`src/rtl/asf_pkg.sv`:
```
package asf_pkg;

	// ----------------------------------------------------------------
	// Wishbone register map
	// ----------------------------------------------------------------
	localparam logic [3:0] ADDR_FLAGS = 4'h0;
	localparam logic [3:0] ADDR_IRQ_STATUS = 4'h4;
	localparam logic [3:0] ADDR_IRQ_MASK = 4'h8;

	// ----------------------------------------------------------------
	// Flag register layout
	// ----------------------------------------------------------------
	localparam int BIT_CARRY = 0;
	localparam int BIT_NIBBLE = 1;
	localparam int BIT_ZERO = 2;
	localparam int BIT_HALT = 3;
	localparam int BIT_WDOG = 4;
	localparam logic [7:0] FLAGS_RESET = 8'h18;
	localparam logic [7:0] FLAGS_IMPL = 8'h1f;

	// ----------------------------------------------------------------
	// Event status layout
	// ----------------------------------------------------------------
	localparam int EV_TIMEOUT = 0;
	localparam int EV_HALT = 1;
	localparam int EV_WDCLR = 2;
	localparam int EV_ZERO = 3;
	localparam int EV_CARRY = 4;
	localparam int EV_NUM = 5;
	localparam logic [4:0] EV_NONE = 5'h00;

	// ----------------------------------------------------------------
	// ALU operations
	// ----------------------------------------------------------------
	typedef enum logic [3:0] {
		ASF_OP_NONE,
		ASF_OP_ADD,
		ASF_OP_SUB,
		ASF_OP_AND,
		ASF_OP_OR,
		ASF_OP_XOR,
		ASF_OP_CLEAR,
		ASF_OP_ROTL,
		ASF_OP_ROTR,
		ASF_OP_MOVE,
		ASF_OP_SWAP,
		ASF_OP_BSET,
		ASF_OP_BCLR,
		ASF_OP_PASS
	} asf_op_t;

	typedef struct packed {
		logic valid;
		asf_op_t op;
		logic [7:0] a;
		logic [7:0] b;
		logic [2:0] bit_sel;
		logic dest_flags;
	} asf_instr_t;

	typedef struct packed {
		logic [7:0] flags;
		logic [7:0] result;
		logic result_valid;
		logic [EV_NUM-1:0] ev_status;
		logic [EV_NUM-1:0] ev_mask;
		logic irq;
		logic ack;
		logic [31:0] rdata;
	} asf_state_t;

	localparam logic [7:0] BYTE_ZERO = 8'h00;
	localparam logic [3:0] NIBBLE_ZERO = 4'h0;
	localparam logic [31:0] WORD_ZERO = 32'h0000_0000;

endpackage : asf_pkg

```
`src/rtl/asf_flags.sv`:
```
`timescale 1ns/100ps
`default_nettype none

module asf_flags
	import asf_pkg::*;
(
	input wire logic CORE_CLK_IN,
	input wire logic NRST_IN,
	input wire asf_instr_t INSTR_IN,
	input wire logic WDOG_TIMEOUT_IN,
	input wire logic WDOG_CLEAR_IN,
	input wire logic HALT_IN,
	input wire logic WB_CYC_IN,
	input wire logic WB_STB_IN,
	input wire logic WB_WE_IN,
	input wire logic [3:0] WB_ADR_IN,
	input wire logic [3:0] WB_SEL_IN,
	input wire logic [31:0] WB_DAT_IN,
	output logic [31:0] WB_DAT_OUT,
	output logic WB_ACK_OUT,
	output logic [7:0] FLAGS_OUT,
	output logic [7:0] RESULT_OUT,
	output logic RESULT_VALID_OUT,
	output logic IRQ_OUT
);

	// ----------------------------------------------------------------
	// State and the table of what each operation touches
	// ----------------------------------------------------------------
	asf_state_t state;
	asf_state_t next_state;

	typedef struct packed {
		logic zero;
		logic nibble;
		logic carry;
		logic writes;
	} asf_effect_t;

	// ----------------------------------------------------------------
	// Flags each operation drives
	// ----------------------------------------------------------------
	// A flag named here blocks a plain write to all three low bits
	function automatic asf_effect_t op_effect(input asf_op_t op);
		asf_effect_t fx;
		fx = '0;
		fx.writes = 1'b1;
		unique case (op)
			ASF_OP_ADD:
			begin
				fx.zero = 1'b1;
				fx.nibble = 1'b1;
				fx.carry = 1'b1;
			end
			ASF_OP_SUB:
			begin
				fx.zero = 1'b1;
				fx.nibble = 1'b1;
				fx.carry = 1'b1;
			end
			ASF_OP_AND:
				fx.zero = 1'b1;
			ASF_OP_OR:
				fx.zero = 1'b1;
			ASF_OP_XOR:
				fx.zero = 1'b1;
			ASF_OP_CLEAR:
				fx.zero = 1'b1;
			ASF_OP_ROTL:
				fx.carry = 1'b1;
			ASF_OP_ROTR:
				fx.carry = 1'b1;
			ASF_OP_MOVE:
				fx.writes = 1'b1;
			ASF_OP_SWAP:
				fx.writes = 1'b1;
			ASF_OP_BSET:
				fx.writes = 1'b1;
			ASF_OP_BCLR:
				fx.writes = 1'b1;
			ASF_OP_PASS:
				fx.writes = 1'b1;
			ASF_OP_NONE:
				fx.writes = 1'b0;
			default:
				fx.writes = 1'b0;
		endcase
		return fx;
	endfunction : op_effect

	// ----------------------------------------------------------------
	// Carry chains for add and subtract
	// ----------------------------------------------------------------
	// Inverted operand plus carry in, so carries read as no-borrow
	function automatic logic [8:0] byte_sum(input logic [7:0] a,
		input logic [7:0] b, input logic sub);
		logic [7:0] opb;
		logic [8:0] cin;
		opb = sub ? ~b : b;
		cin = {8'h00, sub};
		return {1'b0, a} + {1'b0, opb} + cin;
	endfunction : byte_sum

	function automatic logic [4:0] nibble_sum(input logic [3:0] a,
		input logic [3:0] b, input logic sub);
		logic [3:0] opb;
		logic [4:0] cin;
		opb = sub ? ~b : b;
		cin = {4'h0, sub};
		return {1'b0, a} + {1'b0, opb} + cin;
	endfunction : nibble_sum

	// ----------------------------------------------------------------
	// Bus read mux
	// ----------------------------------------------------------------
	// Unmapped offsets read as zero
	function automatic logic [31:0] read_word(input logic [3:0] adr,
		input logic [7:0] flags, input logic [EV_NUM-1:0] status,
		input logic [EV_NUM-1:0] mask);
		logic [31:0] word;
		word = WORD_ZERO;
		unique case (adr)
			ADDR_FLAGS:
				word[7:0] = flags;
			ADDR_IRQ_STATUS:
				word[EV_NUM-1:0] = status;
			ADDR_IRQ_MASK:
				word[EV_NUM-1:0] = mask;
			default:
				word = WORD_ZERO;
		endcase
		return word;
	endfunction : read_word

	// ----------------------------------------------------------------
	// Event status
	// ----------------------------------------------------------------
	// A new event wins over a write-one clear in the same cycle
	function automatic logic [EV_NUM-1:0] status_update(
		input logic [EV_NUM-1:0] status, input logic clr_en,
		input logic [EV_NUM-1:0] clr, input logic [EV_NUM-1:0] set);
		logic [EV_NUM-1:0] kept;
		kept = status;
		if (clr_en)
			kept = status & ~clr;
		return kept | set;
	endfunction : status_update

	// ----------------------------------------------------------------
	// Datapath and flag update
	// ----------------------------------------------------------------
	always_comb
	begin
		logic [8:0] sum;
		logic [4:0] nsum;
		logic [7:0] res;
		logic [7:0] fl;
		logic is_sub;
		logic wr;
		logic [EV_NUM-1:0] ev;
		logic bus_req;
		logic rd_req;
		logic wr_req;
		asf_effect_t fx;
		sum = 9'h000;
		nsum = 5'h00;
		res = BYTE_ZERO;
		is_sub = 1'b0;
		wr = 1'b0;
		ev = EV_NONE;
		bus_req = 1'b0;
		rd_req = 1'b0;
		wr_req = 1'b0;
		fx = op_effect(INSTR_IN.op);
		fl = state.flags;
		next_state = state;
		next_state.result_valid = 1'b0;
		next_state.ack = 1'b0;

		// ------------------------------------------------------------
		// Adder shared by add and subtract
		// ------------------------------------------------------------
		is_sub = (INSTR_IN.op == ASF_OP_SUB);
		sum = byte_sum(INSTR_IN.a, INSTR_IN.b, is_sub);
		nsum = nibble_sum(INSTR_IN.a[3:0], INSTR_IN.b[3:0], is_sub);
		wr = INSTR_IN.valid && fx.writes;

		// ------------------------------------------------------------
		// Result byte
		// ------------------------------------------------------------
		unique case (INSTR_IN.op)
			ASF_OP_ADD, ASF_OP_SUB:
				res = sum[7:0];
			ASF_OP_AND:
				res = INSTR_IN.a & INSTR_IN.b;
			ASF_OP_OR:
				res = INSTR_IN.a | INSTR_IN.b;
			ASF_OP_XOR:
				res = INSTR_IN.a ^ INSTR_IN.b;
			ASF_OP_CLEAR:
				res = BYTE_ZERO;
			ASF_OP_ROTL:
				res = {INSTR_IN.a[6:0], state.flags[BIT_CARRY]};
			ASF_OP_ROTR:
				res = {state.flags[BIT_CARRY], INSTR_IN.a[7:1]};
			ASF_OP_SWAP:
				res = {INSTR_IN.a[3:0], INSTR_IN.a[7:4]};
			ASF_OP_BSET:
				res = INSTR_IN.a | (8'h01 << INSTR_IN.bit_sel);
			ASF_OP_BCLR:
				res = INSTR_IN.a & ~(8'h01 << INSTR_IN.bit_sel);
			ASF_OP_MOVE, ASF_OP_PASS:
				res = INSTR_IN.a;
			ASF_OP_NONE:
				res = BYTE_ZERO;
			default:
				res = BYTE_ZERO;
		endcase

		// ------------------------------------------------------------
		// Arithmetic flags
		// ------------------------------------------------------------
		if (wr)
		begin
			// Plain write only when the instruction drives no flag
			if (INSTR_IN.dest_flags && !fx.zero && !fx.nibble
				&& !fx.carry)
			begin
				fl[BIT_ZERO] = res[BIT_ZERO];
				fl[BIT_NIBBLE] = res[BIT_NIBBLE];
				fl[BIT_CARRY] = res[BIT_CARRY];
			end
			if (fx.zero)
				fl[BIT_ZERO] = (res == BYTE_ZERO);
			if (fx.nibble)
				fl[BIT_NIBBLE] = nsum[4];
			if (fx.carry && INSTR_IN.op == ASF_OP_ROTL)
				fl[BIT_CARRY] = INSTR_IN.a[7];
			else if (fx.carry && INSTR_IN.op == ASF_OP_ROTR)
				fl[BIT_CARRY] = INSTR_IN.a[0];
			else if (fx.carry)
				fl[BIT_CARRY] = sum[8];
			next_state.result = res;
			next_state.result_valid = 1'b1;
		end

		// ------------------------------------------------------------
		// Reset-cause bits
		// ------------------------------------------------------------
		// Cause bits move only on hardware events
		if (WDOG_TIMEOUT_IN)
		begin
			fl[BIT_WDOG] = 1'b0;
			ev[EV_TIMEOUT] = 1'b1;
		end
		else if (WDOG_CLEAR_IN)
		begin
			fl[BIT_WDOG] = 1'b1;
			fl[BIT_HALT] = 1'b1;
			ev[EV_WDCLR] = 1'b1;
		end
		else if (HALT_IN)
		begin
			fl[BIT_WDOG] = 1'b1;
			fl[BIT_HALT] = 1'b0;
			ev[EV_HALT] = 1'b1;
		end
		if (wr && fx.zero && fl[BIT_ZERO])
			ev[EV_ZERO] = 1'b1;
		if (wr && fx.nibble && fl[BIT_CARRY])
			ev[EV_CARRY] = 1'b1;
		next_state.flags = fl & FLAGS_IMPL;

		// ------------------------------------------------------------
		// Wishbone slave, one wait state, write-one-to-clear status
		// ------------------------------------------------------------
		// Ack high in the answer cycle keeps a held strobe from
		// being taken twice
		bus_req = WB_CYC_IN && WB_STB_IN && !state.ack;
		wr_req = bus_req && WB_WE_IN && WB_SEL_IN[0];
		rd_req = bus_req && !WB_WE_IN;
		next_state.ack = bus_req;
		if (rd_req)
			next_state.rdata = read_word(WB_ADR_IN, state.flags,
				state.ev_status, state.ev_mask);
		else
			next_state.rdata = WORD_ZERO;
		if (wr_req && WB_ADR_IN == ADDR_IRQ_MASK)
			next_state.ev_mask = WB_DAT_IN[EV_NUM-1:0];
		// Set wins over a same-cycle clear
		next_state.ev_status = status_update(state.ev_status,
			wr_req && WB_ADR_IN == ADDR_IRQ_STATUS,
			WB_DAT_IN[EV_NUM-1:0], ev);
		next_state.irq = |(next_state.ev_status & next_state.ev_mask);
	end

	// ----------------------------------------------------------------
	// State register
	// ----------------------------------------------------------------
	always_ff @(posedge CORE_CLK_IN)
	begin
		if (!NRST_IN)
		begin
			// Cause bits come up set, as after power-up
			state.flags <= FLAGS_RESET;
			state.result <= BYTE_ZERO;
			state.result_valid <= 1'b0;
			state.ev_status <= EV_NONE;
			state.ev_mask <= EV_NONE;
			state.irq <= 1'b0;
			state.ack <= 1'b0;
			state.rdata <= WORD_ZERO;
		end
		else
			state <= next_state;
	end

	// ----------------------------------------------------------------
	// Outputs, straight from the state flops
	// ----------------------------------------------------------------
	assign FLAGS_OUT = state.flags;
	assign RESULT_OUT = state.result;
	assign RESULT_VALID_OUT = state.result_valid;
	assign IRQ_OUT = state.irq;
	assign WB_ACK_OUT = state.ack;
	assign WB_DAT_OUT = state.rdata;

endmodule : asf_flags

`default_nettype wire

```
`config.mk`:
```
export PLATFORM = sky130hd
export DESIGN_NAME = asf_flags
export DESIGN_NICKNAME = d
export VERILOG_FILES = /design/src/rtl/asf_pkg.sv /design/src/rtl/asf_flags.sv
export SDC_FILE = /design/constraint.sdc
export NUM_CORES = 1
export LEC_CHECK = 0
export BUFFER_PORTS_ARGS = -buffer_cell sky130_fd_sc_hd__buf_2
export CAP_MARGIN = 20
export CORE_MARGIN = 3
export CORE_UTILIZATION = 45
export DETAILED_ROUTE_END_ITERATION = 12
export GPL_TIMING_DRIVEN = 0
export HOLD_SLACK_MARGIN = 0.06
export PLACE_DENSITY = 0.86
export SLEW_MARGIN = 5
export SYNTH_ARGS = -nofsm -noshare
export SYNTH_HDL_FRONTEND = slang
export SYNTH_SLANG_ARGS = --single-unit
```
`constraint.sdc`:
```
create_clock -name CORE_CLK_IN -period 2.8 [get_ports CORE_CLK_IN]
set_input_delay 0 -clock CORE_CLK_IN [delete_from_list [all_inputs] [get_ports CORE_CLK_IN]]
set_output_delay 0 -clock CORE_CLK_IN [all_outputs]
set_load 0.1 [all_outputs]
```
Word-level counts from Yosys, hierarchy flattened. Index checks and enable logic that the tools add are counted.

Bitwise logic cells: 13. Add/subtract/negate cells: 4. Shift operators: 1. Multiplexer cells: 28. Reductions and logical operators: 37. Equality and inequality tests: 15.

Operators with widths (number): $pmux W8 S10 (1); $eq A4 B4 Y1 const B (7); $eq A4 B3 Y1 const B (5); $logic_and A1 B1 Y1 (17); $mux W1 (17); $and A8 B8 Y8 (2); $not A8 Y8 (2); $or A8 B8 Y8 (2); $pmux W5 S3 (1); $reduce_or A13 Y1 (1); $and A5 B5 Y5 (2); $mux W5 (2); $add A8 B8 Y9 (1); $add A9 B1 Y9 (1); $eq A4 B2 Y1 const B (2); $logic_not A8 Y1 (1); $mux W8 (1); $shl A1 B3 Y8 const A (1); $xor A8 B8 Y8 (1); $mux W2 (3); $mux W3 (2); $reduce_and A2 Y1 (3); $reduce_or A6 Y1 (1); $add A4 B4 Y5 (1); other kinds (15) (21).

Word-level logic and storage cells: 112. Input port bits: 73. Bits in registers: 61. Output and inout bits: 51.

Depth between registers and ports, before layout.
Word-level depth: 17. Depth in mapped cells: 14. Gate-level depth less buffers: 12.

Least setup slack after synthesis. OpenSTA, ideal clock, no wires.

Path type: input -> register. Start: input port INSTR_IN[20] (netlist bit). End: register state (netlist bit IRQ_OUT). Data arrival time: 2.588 ns. Slack: 0.141 ns. Path buffers: 2. Setup time: 0.070 ns. Cell stages on the path: 13. Data required time: 2.730 ns. Cells stage by stage: buf_2 nor4b_1 buf_6 xor2_1 ha_1 and3_1 o21ai_0 nand2_1 xor2_1 a211oi_2 nand4_1 o31a_1 o21bai_1.

Cells in the longest elaborated chain, start to end: 17. Elaborated cells on any way between the ends: 51. Those cells by class: add/sub: 2; eq/ne: 13; mux: 14; bitwise: 2; reduce/logical: 20.

RTL lines: start, declared (RTL line asf_flags.sv:9) `input wire asf_instr_t INSTR_IN,`; parallel branches: the longest is 14 deep, another holds $add A8 B8 Y9; $or A5 B5 Y5 (*) (RTL line asf_flags.sv:146) `return kept | set;`; $and A5 B5 Y5 (*) (RTL line asf_flags.sv:294) `next_state.irq = |(next_state.ev_status & next_state.ev_mask);`; $reduce_or A5 Y1 (*) (RTL line asf_flags.sv:294); end signal, assigned (RTL line asf_flags.sv:315) `state <= next_state;`; end, declared (RTL line asf_flags.sv:30) `asf_state_t state;`.

Mark *: on every way between the ends. The select of a mux whose other input is x is not followed. A chain may end at the register's enable or synchronous reset.

Final worst setup path.
Start: input port INSTR_IN[23] (netlist bit). End: register state (netlist bit IRQ_OUT).

The elaborated chain is that of the path after synthesis.

==> metrics <==
status=finished clean; WS Path Type=in -> reg; main flop type after synthesis=dfxtp_1; fin cells=608; switching power=740 µW; peak supply drop=0.000288 V; power after layout=1.60 mW; RSZ-0062 raised after global routing=false; Clk pin slew, worst setup/hold paths=0.06 ns; core area=0.00657 mm²; endpoints failing setup=0; most area-consuming cells after synthesis=dfxtp_1, buf_4, mux2i_1; DP Cell Count=595; synthesis-stage register bit count=31; top cell type's share of synthesized area=19.6%; synthesized instance count=415; synth cell count leaders=buf_4, nand2_1, dfxtp_1; die area=0.00807 mm²; Comb pwr share=49.2%; Post-Syn Area per Cell=7.62 µm²; reg2reg path depth=7; wire per inst=16.0 µm; minimum clock period=2.60 ns; Seq pwr share=29.8%; clock latency at the later pin of the worst-skew pair=0.28 ns; detailed placer's ending HPWL=7410 µm; met2 routed WL=4330 µm; Rows=29; Netlist Area Pre-Place=0.00316 mm²; clock power share=21.0%; final wirelength=9760 µm; final hold slack=0.0698 ns; FFs w/ async S/R, synth=0%; final hold viol count=0; min-delay worst type=in -> reg; worst slack at placement=-0.263 ns; post-synthesis xor/xnor area fraction=4.98%; reg-to-reg startpoint=WB_ACK_OUT$_SDFF_PN0_; post-synth cell types=63; Hold Path Sink=FLAGS_OUT[3]$_SDFFE_PN1P_; die span in x=89.9 µm; Cell Pwr Density=416 mW/mm²; Final WS setup=0.198 ns; Synth-to-Final Area Change=21.6%; hold path depth=4; Ports=124; met1 WL=3920 µm; first-pass GRT wire length=15400 µm; CTS root buf=clkbuf_8; Initial Util=48.2%; hold path start=HALT_IN; Pint=863 µW; crit path max fanout=10; Setup Skew=0.00842 ns; most frequent cell after synthesis=buf_4; Static Leak=1.86 nW; Worst-Margin Slew=0.626 ns; DR top layer=met4; EDFF count, synth=0; Nets=596; Detail Route met3 WL=1210 µm; reg2reg setup slack=0.72 ns; Critical Path Source Type=input port; FF-to-FF End=IRQ_OUT$_SDFF_PN0_; CTS sink count=31; total negative slack=0 ns; ANT cells=0; CTS HTree Levels=2; grt total ovfl=0; layout cells sized above 1=27.4%; CP required=3.01 ns; post-synthesis mux area share=6.01%; residual DRC count=0; Die Y=89.9 µm; Num CTS Buffers=5; vias per cell=5.62; drt pass-1 iters=5; dominant cell type by area after synthesis=dfxtp_1; Setup Buffers After CTS=0; fmax=384 MHz; simple-gate portion of the synthesized area=24.8%; Period Utilization, post-route=92.9%; fin. max-slew vios=0; Max Cap Viol=0; CP endpoint kind=flop; pin count of the biggest net entering global routing=11; largest family of logic cells by synthesized area=simple AND/OR/NAND/NOR gates; initial antenna violation count=0; Post-DRT Antenna Nets=0; via count=3416; gr usage total=22.9%; part of the Yosys area used for sequential elements=19.6%; Warnings, synthesis=0; CTS tree=yes; Sw Ratio=46.2%; IO Port Bufs=58; DR iter-0 viols=493; RePlAce Congestion=0.986; Adder-Cell Fraction of Synth Area=3.80%; slew margin rel.=57.9%; vias in the first global route=3058; deepest clock path buffer count=2; compound-cell area share of the yosys netlist=23.4%; Critical Path AT=2.82 ns
==> registers in the layout (all words and copies together) (netlist names) <==
signal            cells
FLAGS_OUT             5
IRQ_OUT               1
state                10
RESULT_OUT            8
RESULT_VALID_OUT      1
WB_ACK_OUT            1
WB_DAT_OUT            5
==> repair_timing <==
action,4_1_cts,5_1_grt
hold endpoints to repair,5,0
resized for setup,0,7
hold buffers,5,0
setup endpoints to repair,0,4
==> metal layers <==
layer  vias to the layer above  track usage (%)
li1                       1601                -
met1                      1516             30.9
met2                       257             35.7
met3                        42             5.76
met4                         0             7.91
met5                         -                0
==> power groups by stage <==
| stage | combinational [mW] | clock [mW] | sequential (mW) |
|---|---|---|---|
| after floorplan | 0.607 | 0 | 0.491 |
| after global placement | 0.748 | 0 | 0.487 |
| after detailed placement | 0.756 | 0 | 0.487 |
| after CTS | 0.765 | 0.338 | 0.477 |
| after global routing | 0.829 | 0.351 | 0.480 |
| final | 0.788 | 0.336 | 0.478 |
==> cell type report <==
cell class / instances / area, µm²
fill: 607 / 2720
clock inverter: 1 / 5.00
inverter: 7 / 26.3
buffer: 75 / 519
sequential: 31 / 621
timing repair buffer: 63 / 340
tap: 93 / 116
clock buffer: 7 / 76.3
multi-input combinational: 331 / 2140
==> layout by cell type, fill, tap and decap left out, types with 3 or more instances in the layout <==
master,instances
buf_6,5
o211ai_1,7
o211a_1,5
nand3b_1,7
ha_1,8
nor2_1,29
a21o_1,5
and2_1,4
nand3_1,14
a22oi_1,5
nand2_1,36
nor3_1,4
a32oi_1,3
nor2b_1,23
a21boi_0,4
o21ai_1,5
inv_1,6
nand4b_1,3
buf_2,68
nand2b_1,4
a21oi_1,24
a31oi_1,3
a32o_1,3
xor2_1,11
o22ai_1,6
dlygate4sd3_1,5
o21ai_0,13
nand4_1,7
conb_1,30
clkbuf_1,12
clkbuf_8,5
buf_4,49
xnor2_1,6
and3_1,7
mux2i_1,19
dfxtp_1,31
==> critical path, stage by stage <==
cell and delay [ns]:
buf_2 0.11, buf_6 0.13, nor4b_2 0.28, buf_6 0.21, xor2_1 0.17, ha_1 0.31
a21oi_1 0.25, a21boi_0 0.30, nand3b_1 0.16, a2bb2oi_1 0.10, xor2_1 0.17, a21o_1 0.20
o31a_1 0.28, o21bai_1 0.15
==> cells by family (layout without fill, tap and decap cells) <==
family | after synthesis | count (layout)
other cells | 1 | 30
xor+xnor | 18 | 18
simple gates | 148 | 148
flops | 31 | 31
fa+ha+maj | 9 | 9
mux | 19 | 19
compound gates | 107 | 107
buf+inv | 82 | 153
==> how the worst max path moves through the flow <==
stage            startpoint            endpoint  slack (ns)
4_1_cts        INSTR_IN[23]  IRQ_OUT$_SDFF_PN0_       0.004
3_5_place_dp   INSTR_IN[23]  IRQ_OUT$_SDFF_PN0_       -0.26
5_1_grt        INSTR_IN[23]  IRQ_OUT$_SDFF_PN0_        0.02
2_1_floorplan  INSTR_IN[20]  IRQ_OUT$_SDFF_PN0_        0.14
6_report       INSTR_IN[23]  IRQ_OUT$_SDFF_PN0_        0.20
3_3_place_gp   INSTR_IN[23]  IRQ_OUT$_SDFF_PN0_       -0.23
==> metrics by stage <==
step	utilization [%]	instance area [µm²]
after global placement	56.0	3680
final	58.6	3850
after floorplan	-	3270
after detailed placement	56.0	3680
after global routing	58.6	3850
after CTS	58.0	3810
No activity file was read; power rests on OpenSTA's default activity.
